==> config.mk <==
export PLATFORM = sky130hd
export DESIGN_NAME = hsrx_top
export DESIGN_NICKNAME = d
export VERILOG_FILES = /design/src/rtl/hsrx_pkg.sv /design/src/rtl/hsrx_if.sv /design/src/rtl/hsrx_lock_loop.sv /design/src/rtl/hsrx_deser.sv /design/src/rtl/hsrx_top.sv
export SDC_FILE = /design/constraint.sdc
export NUM_CORES = 1
export LEC_CHECK = 0
export BUFFER_PORTS_ARGS = -buffer_cell sky130_fd_sc_hd__buf_2
export CAP_MARGIN = 20
export CELL_PAD_IN_SITES_DETAIL_PLACEMENT = 1
export CELL_PAD_IN_SITES_GLOBAL_PLACEMENT = 2
export CORE_ASPECT_RATIO = 0.75
export CORE_MARGIN = 2
export CORE_UTILIZATION = 39
export CTS_CLUSTER_SIZE = 40
export DETAILED_ROUTE_END_ITERATION = 7
export PLACE_DENSITY_LB_ADDON = 0.05
export SLEW_MARGIN = 20
export SYNTH_ARGS = -nofsm -noshare
export SYNTH_HDL_FRONTEND = slang
export SYNTH_SLANG_ARGS = --single-unit
==> constraint.sdc <==
create_clock -name clk -period 5.2 [get_ports clk]
set_input_delay 0.26 -clock clk [delete_from_list [all_inputs] [get_ports clk]]
set_output_delay 0.26 -clock clk [all_outputs]
set_load 0.03 [all_outputs]
==> src/rtl/hsrx_pkg.sv <==
/*
  Shared constants, types and helpers of the serial receive control block.
  Assumes a single 20 MHz clock domain and a classic Wishbone register bus.
*/
package hsrx_pkg;

  // ----------------------------------------
  // timing
  // ----------------------------------------
  localparam int CLK_PERIOD_NS = 50;
  localparam int SWEEP_STEP_NS = 800;
  localparam int SWEEP_STEP_CYC = (SWEEP_STEP_NS + CLK_PERIOD_NS - 1) / CLK_PERIOD_NS;
  localparam int SWEEP_CNT_W = 5;
  localparam logic [SWEEP_CNT_W-1:0] SWEEP_LAST = SWEEP_CNT_W'(SWEEP_STEP_CYC - 1);

  // ----------------------------------------
  // deserializer
  // ----------------------------------------
  localparam int WORD_W = 20;
  localparam int SLOT_W = 5;
  localparam logic [SLOT_W-1:0] SLOT_LAST = 5'h13;
  localparam logic [SLOT_W-1:0] SLOT_HIGH_LAST = 5'h09;

  // ----------------------------------------
  // frequency integrator and phase filter
  // ----------------------------------------
  localparam int INTEG_W = 12;
  localparam logic [INTEG_W-1:0] INTEG_MAX = 12'hFFF;
  localparam logic [INTEG_W-1:0] INTEG_MIN = 12'h000;
  localparam logic [INTEG_W-1:0] INTEG_RST = 12'h800;
  localparam int FILT_W = 16;
  localparam int FILT_SHIFT = 4;
  localparam logic [FILT_W-1:0] FILT_ONE = 16'hFFFF;
  localparam logic [FILT_W-1:0] FILT_RST = 16'h8000;
  localparam logic [FILT_W-1:0] PL_THRESH = 16'hA8F6;

  // ----------------------------------------
  // register map
  // ----------------------------------------
  localparam int ADDR_W = 8;
  localparam int DATA_W = 32;
  localparam int SEL_W = 4;
  localparam int LANE0 = 0;
  localparam logic [ADDR_W-1:0] ADDR_CTRL = 8'h00;
  localparam logic [ADDR_W-1:0] ADDR_STATUS = 8'h04;
  localparam logic [ADDR_W-1:0] ADDR_IRQ_STAT = 8'h08;
  localparam logic [ADDR_W-1:0] ADDR_IRQ_MASK = 8'h0C;
  localparam logic [ADDR_W-1:0] ADDR_INTEG = 8'h10;
  localparam int CTRL_W = 2;
  localparam int CTRL_FORCE_MUTE = 0;
  localparam int CTRL_SWEEP_EN = 1;
  localparam logic [CTRL_W-1:0] CTRL_RST = 2'h2;
  localparam int IRQ_W = 4;
  localparam int IRQ_LOCK_ON = 0;
  localparam int IRQ_LOCK_OFF = 1;
  localparam int IRQ_CARRIER = 2;
  localparam int IRQ_MUTE = 3;
  localparam int ST_W = 6;
  localparam int ST_LOCK = 0;
  localparam int ST_PHASE = 1;
  localparam int ST_NODATA = 2;
  localparam int ST_CARRIER = 3;
  localparam int ST_MUTE = 4;
  localparam int ST_SWEEP_DOWN = 5;

  typedef enum logic {SWEEP_UP, SWEEP_DOWN} hsrx_dir_e;

  function automatic logic [INTEG_W-1:0] hsrx_integ_step(input logic [INTEG_W-1:0] v,
                                                         input logic up);
    if (up)
      return (v == INTEG_MAX) ? v : v + 1'b1;
    else
      return (v == INTEG_MIN) ? v : v - 1'b1;
  endfunction

endpackage

==> src/rtl/hsrx_if.sv <==
/*
  Carriers between the top and its loop-control and deserializer modules.
  Assumes all ends run on the same clock.
*/
`timescale 1ns/1ns
interface hsrx_lock_if import hsrx_pkg::*; ();
  logic pump_up;
  logic pump_dn;
  logic quad_sample;
  logic quad_valid;
  logic sweep_en;
  logic [INTEG_W-1:0] integ;
  logic phase_lock;
  logic no_data;
  logic lock;
  logic sweep_down;
  modport loop (input pump_up, pump_dn, quad_sample, quad_valid, sweep_en,
                output integ, phase_lock, no_data, lock, sweep_down);
  modport ctl (output pump_up, pump_dn, quad_sample, quad_valid, sweep_en,
               input integ, phase_lock, no_data, lock, sweep_down);
endinterface

interface hsrx_deser_if import hsrx_pkg::*; ();
  logic bit_in;
  logic [WORD_W-1:0] word;
  logic word_strobe;
  logic pclk;
  modport conv (input bit_in, output word, word_strobe, pclk);
  modport ctl (output bit_in, input word, word_strobe, pclk);
endinterface

==> src/rtl/hsrx_lock_loop.sv <==
/*
  Frequency integrator, acquisition sweep and phase-lock filter.
  Assumes pump pulses and quadrature samples are synchronous to clk.
*/
`timescale 1ns/1ns
module hsrx_lock_loop import hsrx_pkg::*;
(
  input wire logic clk,
  input wire logic rstn,
  input wire logic ce,
  hsrx_lock_if.loop lk
);

  typedef struct packed {
    logic [INTEG_W-1:0] integ;
    hsrx_dir_e dir;
    logic [FILT_W-1:0] filt;
    logic phase_lock;
    logic [SWEEP_CNT_W-1:0] cnt;
  } hsrx_loop_s;

  hsrx_loop_s s_reg;
  hsrx_loop_s s_next;

  always_comb
  begin
    s_next = s_reg;
    // first-order low pass of the quadrature sample
    if (lk.quad_valid)
      s_next.filt = s_reg.filt - (s_reg.filt >> FILT_SHIFT)
                    + (lk.quad_sample ? (FILT_ONE >> FILT_SHIFT) : '0);
    s_next.phase_lock = s_reg.filt > PL_THRESH;
    if (lk.pump_up ^ lk.pump_dn)
      s_next.integ = hsrx_integ_step(s_reg.integ, lk.pump_up);
    if (!s_reg.phase_lock && lk.sweep_en)
    begin
      s_next.cnt = (s_reg.cnt == SWEEP_LAST) ? '0 : s_reg.cnt + 1'b1;
      if (s_reg.cnt == SWEEP_LAST)
        s_next.integ = hsrx_integ_step(s_next.integ, s_reg.dir == SWEEP_UP);
    end
    else
      s_next.cnt = '0;
    if (s_reg.integ == INTEG_MAX)
      s_next.dir = SWEEP_DOWN;
    else if (s_reg.integ == INTEG_MIN)
      s_next.dir = SWEEP_UP;
  end

  always_ff @(posedge clk or negedge rstn)
  begin
    if (!rstn)
      s_reg <= '{integ: INTEG_RST, dir: SWEEP_UP, filt: FILT_RST, phase_lock: 1'b0, cnt: '0};
    else if (ce)
      s_reg <= s_next;
  end

  assign lk.integ = s_reg.integ;
  assign lk.phase_lock = s_reg.phase_lock;
  assign lk.no_data = (s_reg.integ == INTEG_MAX) || (s_reg.integ == INTEG_MIN);
  assign lk.lock = !lk.no_data && s_reg.phase_lock;
  assign lk.sweep_down = (s_reg.dir == SWEEP_DOWN);

  sweep_stop_a: assert property (@(posedge clk) disable iff (!rstn)
    ce && s_reg.phase_lock && !(lk.pump_up ^ lk.pump_dn) |=> $stable(s_reg.integ))
    else $error("integrator moved while phase locked");
  sweep_step_a: assert property (@(posedge clk) disable iff (!rstn)
    ce && !s_reg.phase_lock && lk.sweep_en && s_reg.cnt == SWEEP_LAST
    && !(lk.pump_up ^ lk.pump_dn) && !lk.no_data |=> !$stable(s_reg.integ))
    else $error("sweep step missing");
  sweep_reverse_a: assert property (@(posedge clk) disable iff (!rstn)
    ce && s_reg.integ == INTEG_MAX |=> s_reg.dir == SWEEP_DOWN)
    else $error("sweep did not reverse at top end");

endmodule

==> src/rtl/hsrx_deser.sv <==
/*
  1:20 serial to parallel converter with a freewheeling divided clock.
  Assumes one serial bit per clk; no word alignment is attempted.
*/
`timescale 1ns/1ns
module hsrx_deser import hsrx_pkg::*;
(
  input wire logic clk,
  input wire logic rstn,
  input wire logic ce,
  hsrx_deser_if.conv dz
);

  typedef struct packed {
    logic [WORD_W-1:0] shreg;
    logic [SLOT_W-1:0] slot;
    logic [WORD_W-1:0] word;
    logic strobe;
    logic pclk;
  } hsrx_deser_s;

  hsrx_deser_s s_reg;
  hsrx_deser_s s_next;

  always_comb
  begin
    s_next = s_reg;
    s_next.shreg = {s_reg.shreg[WORD_W-2:0], dz.bit_in};
    // slot counter never looks at lock, so the divided clock keeps running
    s_next.slot = (s_reg.slot == SLOT_LAST) ? '0 : s_reg.slot + 1'b1;
    s_next.strobe = (s_reg.slot == SLOT_LAST);
    if (s_reg.slot == SLOT_LAST)
      s_next.word = {s_reg.shreg[WORD_W-2:0], dz.bit_in};
    s_next.pclk = (s_next.slot <= SLOT_HIGH_LAST);
  end

  always_ff @(posedge clk or negedge rstn)
  begin
    if (!rstn)
      s_reg <= '0;
    else if (ce)
      s_reg <= s_next;
  end

  assign dz.word = s_reg.word;
  assign dz.word_strobe = s_reg.strobe;
  assign dz.pclk = s_reg.pclk;

  word_slot_a: assert property (@(posedge clk) disable iff (!rstn)
    ce && s_reg.slot == SLOT_LAST |=> s_reg.strobe
    && s_reg.word == $past({s_reg.shreg[WORD_W-2:0], dz.bit_in}))
    else $error("word not captured at end of slot");
  pclk_low_a: assert property (@(posedge clk) disable iff (!rstn)
    ce && s_reg.slot == SLOT_HIGH_LAST |=> !s_reg.pclk)
    else $error("parallel clock high half too long");

endmodule

==> src/rtl/hsrx_top.sv <==
/*
  Control and deserializing logic of an HD serial video receiver: lock
  logic, input select, reclock bypass, mute, carrier flag, 1:20 converter,
  Wishbone register slave and interrupt.
  Assumes all pins synchronous to clk; the serial bit rate equals clk.
*/
// Local design decisions: the register addresses and the Wishbone register port.
// Operation
// lock low when no data or no phase lock
// saturated integrator means data absent
// sweep the integrator while acquiring
// stop sweeping once phase lock is set
// reverse sweep at either saturation end
// bypass low routes around reclock and mute
// mute ignored while bypass selected
// loop and lock report still work in bypass
// driver enable low turns serial driver on
// select high takes analog, low digital input
// carrier flag low while carrier present
// mute below level unless level adjust open
// shift serial bits into 20-bit words
// words leave unaligned and not descrambled
// parallel clock is serial rate over twenty
// parallel clock freewheels when lock lost
// phase lock when filtered sample exceeds 0.66
// one new word per parallel clock cycle
`timescale 1ns/1ns
module hsrx_top import hsrx_pkg::*;
(
  input wire logic clk,
  input wire logic rstn,
  input wire logic ce,
  input wire logic [ADDR_W-1:0] wb_adr_i,
  input wire logic [DATA_W-1:0] wb_dat_i,
  input wire logic [SEL_W-1:0] wb_sel_i,
  input wire logic wb_we_i,
  input wire logic wb_cyc_i,
  input wire logic wb_stb_i,
  output logic [DATA_W-1:0] wb_dat_o,
  output logic wb_ack_o,
  output logic irq,
  input wire logic analog_data_in,
  input wire logic digital_data_in,
  input wire logic source_select,
  input wire logic bypass_n,
  input wire logic quad_sample,
  input wire logic quad_valid,
  input wire logic pump_up,
  input wire logic pump_dn,
  input wire logic carrier_sense,
  input wire logic signal_below_level,
  input wire logic mute_level_adjust,
  input wire logic serial_out_driver_enable_n,
  output logic pll_lock,
  output logic carrier_present_n,
  output logic serial_out_pair,
  output logic serial_out_oe,
  output logic [WORD_W-1:0] par_data,
  output logic par_clk,
  output logic par_strobe
);

  // ----------------------------------------
  // state
  // ----------------------------------------
  typedef struct packed {
    logic [CTRL_W-1:0] ctrl;
    logic [IRQ_W-1:0] irq_stat;
    logic [IRQ_W-1:0] irq_mask;
    logic ack;
    logic [DATA_W-1:0] dat_o;
    logic irq;
    logic reclk_bit;
    logic lock;
    logic carrier_n;
    logic mute;
    logic ser_out;
    logic ser_oe;
    logic [WORD_W-1:0] par_data;
    logic par_clk;
    logic par_strobe;
  } hsrx_top_s;

  hsrx_top_s s_reg;
  hsrx_top_s s_next;

  hsrx_lock_if lk();
  hsrx_deser_if dz();

  logic in_bit;
  logic mute_now;
  logic wb_hit;
  logic [IRQ_W-1:0] events;
  logic [IRQ_W-1:0] irq_clr;
  logic [ST_W-1:0] status;
  logic [DATA_W-1:0] rd_data;

  // ----------------------------------------
  // submodules
  // ----------------------------------------
  hsrx_lock_loop u_loop (
    .clk(clk),
    .rstn(rstn),
    .ce(ce),
    .lk(lk)
  );

  hsrx_deser u_deser (
    .clk(clk),
    .rstn(rstn),
    .ce(ce),
    .dz(dz)
  );

  // the loop sees its pins in bypass too, so lock is still reported
  assign lk.pump_up = pump_up;
  assign lk.pump_dn = pump_dn;
  assign lk.quad_sample = quad_sample;
  assign lk.quad_valid = quad_valid;
  assign lk.sweep_en = s_reg.ctrl[CTRL_SWEEP_EN];

  // ----------------------------------------
  // data path
  // ----------------------------------------
  assign in_bit = source_select ? analog_data_in : digital_data_in;
  // bypass skips the reclock stage, trading retiming for one less cycle
  assign dz.bit_in = bypass_n ? s_reg.reclk_bit : in_bit;
  // an open level-adjust pin reads low and disables the below-level mute
  assign mute_now = bypass_n && ((signal_below_level && mute_level_adjust)
                    || s_reg.ctrl[CTRL_FORCE_MUTE]);

  // ----------------------------------------
  // register bus
  // ----------------------------------------
  assign wb_hit = wb_cyc_i && wb_stb_i && !s_reg.ack;

  always_comb
  begin
    status = '0;
    status[ST_LOCK] = s_reg.lock;
    status[ST_PHASE] = lk.phase_lock;
    status[ST_NODATA] = lk.no_data;
    status[ST_CARRIER] = !s_reg.carrier_n;
    status[ST_MUTE] = s_reg.mute;
    status[ST_SWEEP_DOWN] = lk.sweep_down;
  end

  always_comb
  begin
    unique case (wb_adr_i)
      ADDR_CTRL: rd_data = DATA_W'(s_reg.ctrl);
      ADDR_STATUS: rd_data = DATA_W'(status);
      ADDR_IRQ_STAT: rd_data = DATA_W'(s_reg.irq_stat);
      ADDR_IRQ_MASK: rd_data = DATA_W'(s_reg.irq_mask);
      ADDR_INTEG: rd_data = DATA_W'(lk.integ);
      default: rd_data = '0;
    endcase
  end

  // ----------------------------------------
  // interrupt events
  // ----------------------------------------
  always_comb
  begin
    events = '0;
    events[IRQ_LOCK_ON] = lk.lock && !s_reg.lock;
    events[IRQ_LOCK_OFF] = !lk.lock && s_reg.lock;
    events[IRQ_CARRIER] = (!carrier_sense) != s_reg.carrier_n;
    events[IRQ_MUTE] = mute_now && !s_reg.mute;
    irq_clr = '0;
    if (wb_hit && wb_we_i && wb_sel_i[LANE0] && wb_adr_i == ADDR_IRQ_STAT)
      irq_clr = wb_dat_i[IRQ_W-1:0];
  end

  // ----------------------------------------
  // next state
  // ----------------------------------------
  always_comb
  begin
    s_next = s_reg;
    s_next.ack = wb_hit;
    if (wb_hit)
      s_next.dat_o = wb_we_i ? '0 : rd_data;
    if (wb_hit && wb_we_i && wb_sel_i[LANE0])
    begin
      if (wb_adr_i == ADDR_CTRL)
        s_next.ctrl = wb_dat_i[CTRL_W-1:0];
      if (wb_adr_i == ADDR_IRQ_MASK)
        s_next.irq_mask = wb_dat_i[IRQ_W-1:0];
    end
    // a new event wins over a clear in the same cycle
    s_next.irq_stat = (s_reg.irq_stat & ~irq_clr) | events;
    s_next.irq = |(s_next.irq_stat & s_next.irq_mask);
    s_next.reclk_bit = in_bit;
    s_next.lock = lk.lock;
    s_next.carrier_n = !carrier_sense;
    s_next.mute = mute_now;
    s_next.ser_out = bypass_n ? (s_reg.reclk_bit && !mute_now) : in_bit;
    // the driver enable pin is active low, so the output enable is its inverse
    s_next.ser_oe = !serial_out_driver_enable_n;
    s_next.par_clk = dz.pclk;
    s_next.par_strobe = dz.word_strobe;
    if (dz.word_strobe)
      s_next.par_data = mute_now ? '0 : dz.word;
  end

  always_ff @(posedge clk or negedge rstn)
  begin
    if (!rstn)
    begin
      s_reg <= '0;
      s_reg.ctrl <= CTRL_RST;
      s_reg.carrier_n <= 1'b1;
    end
    else if (ce)
      s_reg <= s_next;
  end

  // ----------------------------------------
  // outputs
  // ----------------------------------------
  assign wb_dat_o = s_reg.dat_o;
  assign wb_ack_o = s_reg.ack;
  assign irq = s_reg.irq;
  assign pll_lock = s_reg.lock;
  assign carrier_present_n = s_reg.carrier_n;
  assign serial_out_pair = s_reg.ser_out;
  assign serial_out_oe = s_reg.ser_oe;
  assign par_data = s_reg.par_data;
  assign par_clk = s_reg.par_clk;
  assign par_strobe = s_reg.par_strobe;

  // ----------------------------------------
  // checks
  // ----------------------------------------
  lock_low_a: assert property (@(posedge clk) disable iff (!rstn)
    ce && (lk.no_data || !lk.phase_lock) |=> !pll_lock)
    else $error("lock high without data or phase lock");
  bypass_lock_a: assert property (@(posedge clk) disable iff (!rstn)
    ce && !bypass_n && lk.lock |=> pll_lock)
    else $error("lock not reported in bypass");
  bypass_nomute_a: assert property (@(posedge clk) disable iff (!rstn)
    ce && !bypass_n && dz.word_strobe |=> par_data == $past(dz.word))
    else $error("parallel word muted in bypass");
  mute_word_a: assert property (@(posedge clk) disable iff (!rstn)
    ce && bypass_n && signal_below_level && mute_level_adjust && dz.word_strobe
    |=> par_data == '0)
    else $error("word not muted below level");
  source_sel_a: assert property (@(posedge clk) disable iff (!rstn)
    ce && bypass_n && !source_select ##1 ce && bypass_n
    |=> serial_out_pair == ($past(digital_data_in, 2) && !$past(mute_now)))
    else $error("serial out does not follow digital input");
  carrier_flag_a: assert property (@(posedge clk) disable iff (!rstn)
    ce |=> carrier_present_n == !$past(carrier_sense))
    else $error("carrier flag wrong level");
  driver_en_a: assert property (@(posedge clk) disable iff (!rstn)
    ce |=> serial_out_oe != $past(serial_out_driver_enable_n))
    else $error("serial driver enable inverted");
  wb_ack_a: assert property (@(posedge clk) disable iff (!rstn)
    ce && wb_cyc_i && wb_stb_i && !wb_ack_o |=> wb_ack_o ##1 !wb_ack_o || !ce)
    else $error("ack not a single cycle");

endmodule

After elaboration in Yosys (flattened, before gate mapping)
Index checks and enable logic that the tools add are counted.
W data, S select, Z words.
{ "op_classes": {"n_eq_ne": 9, "n_lt_le_gt_ge": 2, "addsub": 8, "bitwise": 5, "n_reduce_logical": 36, "muxes": 24} }
{ "op_table": {"columns": ["operator", "count"], "rows": [
  ["$mux W12", 10],
  ["$pmux W12 S5", 1],
  ["$mux W32", 1],
  ["$add A12 B1 Y12 const B", 2],
  ["$eq A12 B12 Y1 const B", 2],
  ["$logic_not A12 Y1", 2],
  ["$sub A12 B1 Y12 const B", 2],
  ["$mux W20", 1],
  ["$add A16 B16 Y16", 1],
  ["$eq A8 B4 Y1 const B", 2],
  ["$gt A16 B16 Y1 const B", 1],
  ["$sub A16 B12 Y16", 1],
  ["$mux W5", 3],
  ["$logic_and A1 B1 Y1", 13],
  ["$mux W4", 3],
  ["$add A5 B1 Y5 const B", 2],
  ["$logic_not A1 Y1", 10],
  ["$reduce_and A2 Y1", 5],
  ["$and A4 B4 Y4", 2],
  ["$eq A8 B3 Y1 const B", 1],
  ["$eq A8 B5 Y1 const B", 1],
  ["$logic_not A8 Y1", 1],
  ["$eq A5 B4 Y1 const B", 1],
  ["$eq A5 B5 Y1 const B", 1],
  ["10 further kinds", 15]
]} }
{ "totals": {"regBits": 153, "word_cells": 109, "out_inout_bits": 60} }

Depth between registers and ports, before layout
Gate-level depths: netlist (run 1).
{ "logic_depth": {"depth_word": 11, "ltp_mapped": 16, "mapped_depth_nobuf": 16} }

By module
Synthesis (run 1) repeated with hierarchy kept, for this count alone.
{ "hier_totals": {"cells_unflattened": 936, "area_unflattened_um2": 8989.9} }
{ "modules_own_cells": {"columns": ["mod", "cells_per_inst", "instances", "area_per_inst_um2"], "rows": [
  ["hsrx_lock_loop", 526, 1, 4141.5],
  ["hsrx_top", 271, 1, 2793.9],
  ["hsrx_deser", 139, 1, 2054.5]
]} }

Worst setup path after synthesis (run 1)
Ideal clock, no wire load.
{ "synth_path": {"kind": "input to register", "startpoint": "input quad_sample", "endpoint": "register u_loop.s_reg[19] in the netlist's numbering", "setup_time_ns": 0.135, "arrival_time_ns": 3.463, "stages": 13, "path_slack_ns": 1.602, "cell_sequence": "inv_1 fa_1 inv_1 ha_1 a21o_1 a21o_1 a2111oi_0 o31ai_1 o41a_1 a21o_1 a21oi_1 xor2_1 o21ai_0"} }
{ "synth_via": {"elab_chain_cells": 2} }
{ "synth_rtl": {"columns": ["element", "line", "rtl"], "rows": [
  ["from (decl)", "hsrx_top.sv:46", "input wire logic quad_sample,"],
  ["$mux W12", "hsrx_lock_loop.sv:31", "+ (lk.quad_sample ? (FILT_ONE >> FILT_SHIFT) : '0);"],
  ["$add A16 B16 Y16", "hsrx_lock_loop.sv:31", null],
  ["to (signal assigned)", "hsrx_lock_loop.sv:52", "s_reg <= '{integ: INTEG_RST, dir: SWEEP_UP, filt: FILT_RST, phase_lock: 1'b0, cnt: '0};"],
  ["to (signal assigned)", "hsrx_lock_loop.sv:54", "s_reg <= s_next;"],
  ["to (decl)", "hsrx_lock_loop.sv:22", "hsrx_loop_s s_reg;"]
]} }
Every way passes these cells.
A chain may end at the register's enable or synchronous reset.

Final worst setup path (run 1)
{ "layout_path": {"startpoint": "register u_loop.s_reg, in the netlist u_loop.lk.integ[1]", "endpoint": "register u_loop.s_reg, in the netlist u_loop.lk.integ[4]"} }
{ "layout_via": {"elab_chain_cells": 9} }
{ "layout_rtl": {"columns": ["element", "line", "rtl"], "rows": [
  ["$sub A12 B1 Y12, or another cell as far along", "hsrx_pkg.sv:73", "return (v == INTEG_MIN) ? v : v - 1'b1;"],
  ["$mux W12 (on tied branches)", "hsrx_pkg.sv:73, hsrx_pkg.sv:71", null],
  ["$mux W12", "hsrx_pkg.sv:70", "if (up)"],
  ["$mux W12 (*)", "hsrx_lock_loop.sv:33", "if (lk.pump_up ^ lk.pump_dn)"],
  ["$add A12 B1 Y12, or another cell as far along", "hsrx_pkg.sv:71", "return (v == INTEG_MAX) ? v : v + 1'b1;"],
  ["$mux W12 (on tied branches)", "hsrx_pkg.sv:71, hsrx_pkg.sv:73", null],
  ["$mux W12", "hsrx_pkg.sv:70", null],
  ["$mux W12", "hsrx_lock_loop.sv:38", "if (s_reg.cnt == SWEEP_LAST)"],
  ["$mux W12 (*)", "hsrx_lock_loop.sv:35", "if (!s_reg.phase_lock && lk.sweep_en)"]
]} }
Mark *: on every way between the ends. The rest lies on a longest branch, timed or not.

==> flow_summary_export.csv, run 1 <==
group,metric,value,unit
yosys,synth_warnings,0,
global_route,grt_usage,0.203,
global_route,grt_overflow,0,
setup_path,cp.required,5.54,ns
setup_path,cp_cell_sequence,"ha_1 > nand4_2 > or3_1 > a22o_1 > a221o_1 > inv_1 > ha_1 > inv_1 > nor4_1 > nand4_1 > nand4_1 > o31a_1 > mux2i_1 > xnor2_1",
clocking,cts_tree,"done",
setup_path,cp_slowest_cell,"or3_1",
clocking,clock_latency,0.42,ns
sta,slew_headroom,0.328,
yosys,syn-cell-area,8620,um^2
cells_and_area,layout.nets,1059,
sta,finalSetupViolCount,0,
placement,routabilityCongestion,0.846,
cells_and_area,largest_reg_flops,21,
global_route,grt_start_max_net_pins,86,
die,ioPinCount,122,
power_and_ir_drop,peakVddDrop,0.333,mV
job,drv_cap,0,
global_route,busiest_layer,"met2",
route,final_antenna_net_count,0,
clocking,cts_buffers,17,
placement,dp_hpwl,16.5,mm
clocking,htree_levels,4,
die,initial_core_util,0.394,
power_and_ir_drop,power.leakage,4.32,nW
global_route,grtUsageMet3,0.0376,
sta,setup_tns,0,ns
clocking,cts_buffer_depth,2,
cells_and_area,fillers,2565,
route,num_vias,6761,
yosys,syn_inst,935,
yosys,yosysSeqAreaShare,0.387,
setup_path,crit_path_start_kind,"flip-flop",
global_route,use_met2,0.314,
power_and_ir_drop,finalPower,0.00521,W
die,die_y,133,um
yosys,async_flop_share,1.00,
route,wl_per_cell,17.9,um
sta,rsz0062_at_grt,"false",
setup_path,path_buf_inv,2,
status,outcome,"completed",
setup_path,path_delay_family,"simple AND/OR/NAND/NOR gates",
die,fp.dieW,176,um
die,row_count,47,
global_route,grt_pass1_vias,7068,
clocking,post_cts_buffers,0,
route,first_pass_iters,5,
route,vias_per_cell,5.35,
sta,finalCritPeriodShare,0.837,
sta,finalClockSkew,0.0129,ns
sta,fin_crit,4.35,ns
sta,finalHoldViolCount,0,
cells_and_area,mostFrequentLayoutCell,"dfrtp_1",
sta,worst_slew_pin_slew,1.01,ns
global_route,grt_use_met1,0.298,
clocking,cts-root-buf,"clkbuf_16",
setup_path,cp_data_arrival_time,4.69,ns
cells_and_area,final_cell_mix,"dfrtp_1, nand2_1, o21ai_0, buf_2, inv_1",
route,wl,22.6,mm
setup_path,worstSetupPathType,"flip-flop to flip-flop",
sta,final_max_slew_viol_count,0,
setup_path,max_stage_delay,0.52,ns
cells_and_area,drive_gt1_frac,0.193,
global_route,antenna_found_initial,0,
yosys,avgSynthCellArea,9.22,um^2
cells_and_area,diodes,0,
clocking,clk_pin_slew,0.07,ns
yosys,synth_edf_count,0,
die,core_area,21900,um^2
cells_and_area,area_growth,10.2,%
power_and_ir_drop,power_density,549,nW/um^2
die,dieArea,23300,um^2
route,drtIter0Drc,377,
clocking,cts.sinks,133,
setup_path,cp_max_fo,8,
setup_path,worstSetupEndpointType,"flip-flop",
yosys,ys_seq_elements,133,
sta,max_freq,230,MHz
global_route,grt_pass1_wl,37.7,mm
route,drcViolationCount,0,
worst_hold_path,min_path_type,"primary input to flip-flop",
yosys,synth_cell_types,84,
yosys,synthFlopType,"dfrtp_1",
placement,portBuffers,70,
synthesized netlist by cell type (all sizes together), types with 10 or more instances:
master / number / area, um^2
nor2: 54 / 205
xnor2: 16 / 140
nand4: 10 / 75.1
nand2: 119 / 447
ha: 29 / 363
inv: 61 / 229
dfrtp: 129 / 3230
mux2: 49 / 556
a22o: 12 / 105
a21o: 10 / 75.1
a21oi: 26 / 130
mux2i: 20 / 200
clkbuf: 28 / 105
o21ai: 77 / 385
buf: 70 / 484
nor3: 29 / 161
fa: 12 / 240
nand3: 23 / 120
nor4: 11 / 90.1
xor2: 10 / 87.6
worst paths after layout:
| check | cells after the start | from | slack (ns) | to |
|---|---|---|---|---|
| max in group asynchronous | 3 | rstn | 3.58 | s_reg[67] |
| worst max register to register | 14 | u_loop.lk.integ[1] | 0.85 | u_loop.lk.integ[4] |
| worst min register to register | 2 | par_data[2] | 0.48 | par_data[2] |
| worst max-delay path | 14 | u_loop.lk.integ[1] | 0.85 | u_loop.lk.integ[4] |
| min in group asynchronous | 2 | rstn | 0.46 | par_data[7] |
| worst min-delay path | 2 | carrier_sense | 0.04 | carrier_present_n |
per-layer routing:
metal  routed length [um]  vias to the layer above
li1                     -                     3266
met1                11400                     3350
met2                10100                      141
met3                  988                        4
met4                   85                        0
met5                    0                        -
repair_timing:
| item | in CTS | in global routing |
|---|---|---|
| hold buffers | 2 | 0 |
| resized for setup | 0 | 0 |
| endpoints found under the hold margin | 83 | 0 |
stage by stage:
step                hold slack [ns]  instance area (um^2)   util  setup slack, ns  instances
finish                       0.0374                  9500  0.434            0.849       1263
floorplan                   -0.0356                  8690      -             1.60        954
global route                 0.0249                  9500  0.434            0.483       1263
detailed placement            0.388                  8890  0.406            0.897       1229
global placement              0.380                  8890  0.406            0.927       1229
CTS                          0.0186                  9490  0.434            0.881       1263
area by class of cell:
cell class / instances / area (um^2) / share of cell area
Multi-Input combinational cell: 662 / 4540 / 0.478
Sequential cell: 133 / 3330 / 0.351
Timing Repair Buffer: 81 / 444 / 0.0468
Clock buffer: 17 / 425 / 0.0448
Tap cell: 294 / 368 / 0.0387
Inverter: 61 / 229 / 0.0241
Clock inverter: 15 / 155 / 0.0163
where the power goes:
part / internal, W / switching (W) / total (W)
combinational: 0.000985 / 0.00138 / 0.00236
sequential: 0.00134 / 0.000317 / 0.00166
clock: 0.000640 / 0.000551 / 0.00119
cell families after synthesis:
logic type / after synthesis / share of synthesized area
XOR/XNOR: 26 / 0.0264
buffers and inverters: 159 / 0.0949
flip-flops: 133 / 0.387
multiplexers: 69 / 0.0877
adder cells (fa/ha/maj): 41 / 0.0700
other: 1 / 0.000435
AO/OA/AOI/OAI: 200 / 0.157
AND/OR/NAND/NOR: 306 / 0.177
(Power assumes the default switching activity.)
==> run 2, diff against run 1 <==
--- a/config.mk
+++ b/config.mk
@@ -11,7 +11,7 @@
 export CELL_PAD_IN_SITES_GLOBAL_PLACEMENT = 2
 export CORE_ASPECT_RATIO = 0.75
 export CORE_MARGIN = 2
-export CORE_UTILIZATION = 39
+export CORE_UTILIZATION = 33
 export CTS_CLUSTER_SIZE = 40
 export DETAILED_ROUTE_END_ITERATION = 7
 export PLACE_DENSITY_LB_ADDON = 0.05
==> constraint.sdc (replaced) <==
create_clock -name clk -period 4 [get_ports clk]
set_input_delay 0.2 -clock clk [delete_from_list [all_inputs] [get_ports clk]]
set_output_delay 0.2 -clock clk [all_outputs]
set_load 0.03 [all_outputs]
==> flow_summary_export.csv, run 2 (synthesized netlist as in run 1, its figures left out) <==
group,metric,value,unit
route,final_antenna_net_count,0,
clocking,cts_buffers,17,
global_route,grt_use_met1,0.270,
setup_path,cp_data_arrival_time,4.07,ns
setup_path,crit_path_start_kind,"flip-flop",
power_and_ir_drop,power.leakage,4.47,nW
global_route,grt_overflow,0,
job,drv_cap,0,
die,ioPinCount,122,
die,die_y,144,um
worst_hold_path,min_path_type,"primary input to flip-flop",
setup_path,path_delay_family,"compound AO/OA/AOI/OAI gates",
power_and_ir_drop,peakVddDrop,0.411,mV
setup_path,path_buf_inv,5,
placement,dpl.cell_count,1307,
die,core_area,25800,um^2
worst_hold_path,min-delay-start,"wb_dat_i[2]",
status,outcome,"completed",
setup_path,cp_cell_sequence,"nand3_1 > or3_1 > buf_4 > a211oi_1 > a221o_1 > inv_1 > ha_1 > inv_1 > nor4_2 > buf_4 > a41oi_2 > buf_4 > nand3_1 > o2111ai_1 > o221ai_1",
route,wl_per_cell,17.8,um
setup_path,max_stage_delay,0.55,ns
sta,finalSetupViolCount,0,
sta,finalHoldViolCount,0,
sta,rsz0062_at_grt,"true",
clocking,clk_pin_slew,0.06,ns
clocking,htree_levels,4,
setup_path,crit_top_cell,"buf_4",
cells_and_area,mostFrequentLayoutCell,"dfrtp_1",
setup_path,regToRegSetupSlack,0.20,ns
clocking,clock_latency,0.42,ns
placement,portBuffers,70,
route,first_pass_iters,5,
power_and_ir_drop,swShare,0.414,
setup_path,cp_slowest_cell,"dfrtp_1",
setup_path,r2r-end,"u_loop.lk.integ[9]",
die,dieArea,27400,um^2
global_route,grt_usage,0.182,
die,fp.dieW,191,um
setup_path,worstSetupEndpointType,"flip-flop",
worst_hold_path,hold_depth,2,
cells_and_area,layout.nets,1091,
route,drcViolationCount,0,
setup_path,cp.required,4.27,ns
global_route,antenna_found_initial,0,
global_route,grt_pass1_vias,7157,
sta,setup_slack,0.196,ns
die,row_count,51,
cells_and_area,largest_reg_flops,21,
worst_hold_path,holdPathEnd,"s_reg[64]",
power_and_ir_drop,power_frac_clock,0.222,
cells_and_area,diodes,0,
placement,pre_cts_slack,0.0957,ns
placement,dp_hpwl,17.8,mm
sta,finalClockSkew,0.00912,ns
die,initial_core_util,0.333,
global_route,grt_start_max_net_pins,109,
setup_path,worstSetupPathType,"flip-flop to flip-flop",
setup_path,cp_max_fo,6,
setup_path,rr_worst_depth,15,
setup_path,reg2reg_from,"u_loop.lk.integ[10]",
cells_and_area,area_growth,14.0,%
global_route,grtUsageMet3,0.0325,
power_and_ir_drop,p_comb_frac,0.471,
route,num_vias,6859,
sta,slew_headroom,0.331,
sta,finalCritPeriodShare,0.951,
global_route,grt_pass1_wl,38.8,mm
sta,worst_slew_pin_slew,1.00,ns
power_and_ir_drop,switchingPower,0.00287,W
global_route,use_met2,0.274,
power_and_ir_drop,p_seq_frac,0.308,
placement,routabilityCongestion,0.806,
route,vias_per_cell,5.11,
route,drtIter0Drc,392,
sta,final_max_slew_viol_count,0,
clocking,cts-root-buf,"clkbuf_16",
clocking,cts_tree,"done",
sta,fin_crit,3.80,ns
cells_and_area,fin_cells,1343,
cells_and_area,final_cell_mix,"dfrtp_1, nand2_1, o21ai_0, buf_2, inv_1",
route,wl,23.9,mm
sta,max_freq,263,MHz
clocking,cts.sinks,133,
cells_and_area,drive_gt1_frac,0.224,
global_route,busiest_layer,"met2",
power_and_ir_drop,power_density,704,nW/um^2
power_and_ir_drop,p_int,0.00405,W
clocking,cts_buffer_depth,2,
[run 2: cell types whose count changed in the layout (fill, tap and decap cells not counted), sizes merged]
cell and delta:
buf +30, dlygate4sd3 +1, clkinvlp -1, clkinv +2, bufinv +2, clkbuf +3, inv -7
[run 2: cell type report]
class                      instances  area (um^2)
clock inverter                    11          129
sequential                       133         3340
tap                              344          430
inverter                          61          229
timing repair buffer             113          689
multi-input combinational        662         4580
clock buffer                      19          433
fill                            3022        16000
[run 2: layer usage]
| layer | up-vias | share of wire |
|---|---|---|
| met5 | - | 0 |
| met4 | 0 | 0.0095 |
| met3 | 16 | 0.037 |
| met2 | 121 | 0.42 |
| met1 | 3407 | 0.53 |
| li1 | 3315 | - |
[run 2: through the flow]
stage | TNS (ns) | utilization | hold WS [ns] | cell area, um^2 | power [W]
2_1_floorplan | 0 | - | -0.0956 | 8690 | 0.00453
3_3_place_gp | 0 | 0.355 | 0.386 | 9170 | 0.00526
3_5_place_dp | 0 | 0.355 | 0.401 | 9170 | 0.00539
4_1_cts | 0 | 0.378 | 0.0409 | 9760 | 0.00699
5_1_grt | -0.0691 | 0.380 | 0.0470 | 9830 | 0.00757
6_report | 0 | 0.380 | 0.0671 | 9830 | 0.00692
[run 2: worst max-delay path by stage]
stage / start / slack, ns / cells past startpoint / endpoint
CTS: u_loop.lk.integ[1] / 0.08 / 16 / u_loop.lk.integ[7]
floorplan: quad_sample / 0.46 / 13 / u_loop.s_reg[19]
global placement: u_loop.lk.integ[2] / 0.1 / 11 / u_loop.lk.integ[8]
finish: u_loop.lk.integ[10] / 0.20 / 15 / u_loop.lk.integ[9]
detailed placement: u_loop.lk.integ[1] / 0.1 / 16 / u_loop.lk.integ[7]
global route: u_loop.lk.integ[1] / -0.06 / 15 / u_loop.lk.integ[4]
[run 2: power groups by stage]
stage | Sequential, W | Combinational, W | Clock [W]
2_1_floorplan | 0.00200 | 0.00253 | 0
3_3_place_gp | 0.00213 | 0.00314 | 0
3_5_place_dp | 0.00215 | 0.00324 | 0
4_1_cts | 0.00213 | 0.00327 | 0.00159
5_1_grt | 0.00220 | 0.00372 | 0.00165
6_report | 0.00213 | 0.00326 | 0.00153
[run 2: worst reg2reg max path: stages (launching register included)]
cell and delay (ns):
dfrtp_1 0.55, nand3_1 0.28, or3_1 0.47, buf_4 0.16, a211oi_1 0.24, a221o_1 0.28
inv_1 0.09, ha_1 0.24, inv_1 0.14, nor4_2 0.06, buf_4 0.16, a41oi_2 0.33
buf_4 0.18, nand3_1 0.07, o2111ai_1 0.19, o221ai_1 0.20
[run 2: repair_timing]
item / in CTS / in global routing
hold buffers: 3 / 0
gates resized for setup: 0 / 12
hold endpoints to repair: 32 / 0
buffers inserted: 0 / 3
setup endpoints to repair: 0 / 12
==> run 3, diff against run 2 <==
--- a/config.mk
+++ b/config.mk
@@ -9,7 +9,6 @@
 export CAP_MARGIN = 20
 export CELL_PAD_IN_SITES_DETAIL_PLACEMENT = 1
 export CELL_PAD_IN_SITES_GLOBAL_PLACEMENT = 2
-export CORE_ASPECT_RATIO = 0.75
 export CORE_MARGIN = 2
 export CORE_UTILIZATION = 33
 export CTS_CLUSTER_SIZE = 40
==> flow_summary_export.csv, run 3 (synthesized netlist as in run 1, its figures left out) <==
group,metric,value,unit
placement,dpl.cell_count,1306,
cells_and_area,fin_cells,1343,
clocking,cts_tree,"done",
global_route,grt_overflow,0,
cells_and_area,fillers,3037,
die,dieArea,27400,um^2
cells_and_area,diodes,0,
placement,dp_hpwl,17.3,mm
placement,portBuffers,70,
setup_path,cp_max_fo,7,
cells_and_area,drive_gt1_frac,0.229,
global_route,grt_pass1_wl,39.5,mm
setup_path,cp_data_arrival_time,4.15,ns
power_and_ir_drop,power_density,702,nW/um^2
route,drcViolationCount,0,
clocking,htree_levels,4,
sta,slew_headroom,0.362,
power_and_ir_drop,peakVddDrop,0.340,mV
sta,setup_slack,0.209,ns
route,drtIter0Drc,301,
clocking,cts_buffers,17,
sta,finalClockSkew,0.0118,ns
clocking,cts_buffer_depth,2,
cells_and_area,area_growth,14.7,%
sta,max_freq,264,MHz
global_route,grt_use_met1,0.231,
global_route,busiest_layer,"met2",
power_and_ir_drop,power.leakage,4.52,nW
sta,worst_slew_pin_slew,0.955,ns
route,vias_per_cell,5.15,
route,wl_per_cell,17.5,um
sta,finalSetupViolCount,0,
sta,finalHoldViolCount,0,
global_route,use_met2,0.303,
die,die_y,166,um
cells_and_area,layout.nets,1098,
die,row_count,59,
placement,pre_cts_slack,0.214,ns
cells_and_area,mostFrequentLayoutCell,"dfrtp_1",
setup_path,cp-startpoint,"u_loop.lk.integ[1]",
global_route,grt_pass1_vias,7457,
route,num_vias,6922,
sta,fin_crit,3.79,ns
setup_path,cp.required,4.35,ns
route,final_antenna_net_count,0,
job,drv_cap,0,
setup_path,worstSetupEndpointType,"flip-flop",
clocking,cts.sinks,133,
global_route,antenna_found_initial,0,
global_route,grt_usage,0.177,
power_and_ir_drop,finalPower,0.00694,W
setup_path,regToRegSetupSlack,0.21,ns
cells_and_area,final_cell_mix,"dfrtp_1, nand2_1, o21ai_0, buf_2, inv_1",
global_route,grtUsageMet3,0.0287,
cells_and_area,largest_reg_flops,21,
setup_path,crit_path_start_kind,"flip-flop",
route,wl,23.5,mm
clocking,cts-root-buf,"clkbuf_16",
global_route,grt_start_max_net_pins,85,
worst_hold_path,min-delay-start,"wb_dat_i[2]",
die,initial_core_util,0.334,
sta,finalCritPeriodShare,0.948,
status,outcome,"completed",
worst_hold_path,min_path_type,"primary input to flip-flop",
die,ioPinCount,122,
placement,routabilityCongestion,0.805,
sta,final_max_slew_viol_count,0,
clocking,clock_latency,0.43,ns
setup_path,worstSetupPathType,"flip-flop to flip-flop",
setup_path,reg2reg_from,"u_loop.lk.integ[1]",
clocking,clk_pin_slew,0.07,ns
route,first_pass_iters,4,
die,fp.dieW,166,um
die,core_area,25800,um^2
run 3: layout make-up:
class / count / area (um^2) / share of cell area
Clock inverter: 15 / 166 / 0.0168
Timing Repair Buffer: 120 / 747 / 0.0756
Clock buffer: 17 / 425 / 0.0430
Tap cell: 335 / 419 / 0.0424
Inverter: 61 / 229 / 0.0232
Sequential cell: 133 / 3330 / 0.337
Multi-Input combinational cell: 662 / 4560 / 0.462
run 3: where the power goes:
| group | leakage (nW) | switching, W | internal (W) |
|---|---|---|---|
| clock network | 0.292 | 0.000723 | 0.000886 |
| registers | 1.68 | 0.000377 | 0.00175 |
| logic | 2.55 | 0.00183 | 0.00138 |
run 3: critical path, stage by stage (launching register included):
cell and delay, ns:
dfrtp_1 0.43, buf_4 0.18, or2_1 0.30, or3_1 0.34, o41ai_1 0.31, a31oi_2 0.24
a211oi_1 0.36, or4b_1 0.63, o21a_4 0.29, a311oi_2 0.24, nor4_1 0.09, o31a_1 0.30
run 3: metal layers:
layer  part of all wire  wire length [um]
met5                  0                 0
met4              0.017               397
met3              0.026               611
met2               0.49             11500
met1               0.47             11100
run 3: what timing repair did:
item / in CTS / in global routing
hold endpoints to repair: 81 / 0
buffers inserted: 0 / 1
hold buffers: 3 / 0
resized for setup: 0 / 7
setup endpoints to repair: 0 / 4
run 3: path summary, 6_finish.rpt:
path	cells after the start	endpoint
worst max register to register	11	u_loop.lk.integ[11]
min in group asynchronous	2	wb_dat_o[2]
worst min-delay path	2	s_reg[64]
worst min register to register	2	wb_dat_o[4]
max in group asynchronous	3	u_loop.s_reg[21]
worst max-delay path	11	u_loop.lk.integ[11]
run 3: stage by stage:
| step | area (um^2) | hold slack [ns] | utilization | TNS [ns] |
|---|---|---|---|---|
| after global placement | 9210 | 0.340 | 0.357 | 0 |
| after CTS | 9840 | 0.0460 | 0.381 | 0 |
| after floorplan | 8690 | -0.0956 | - | 0 |
| final | 9890 | 0.0647 | 0.383 | 0 |
| after global routing | 9890 | 0.0470 | 0.383 | -0.0117 |
| after detailed placement | 9210 | 0.339 | 0.357 | 0 |
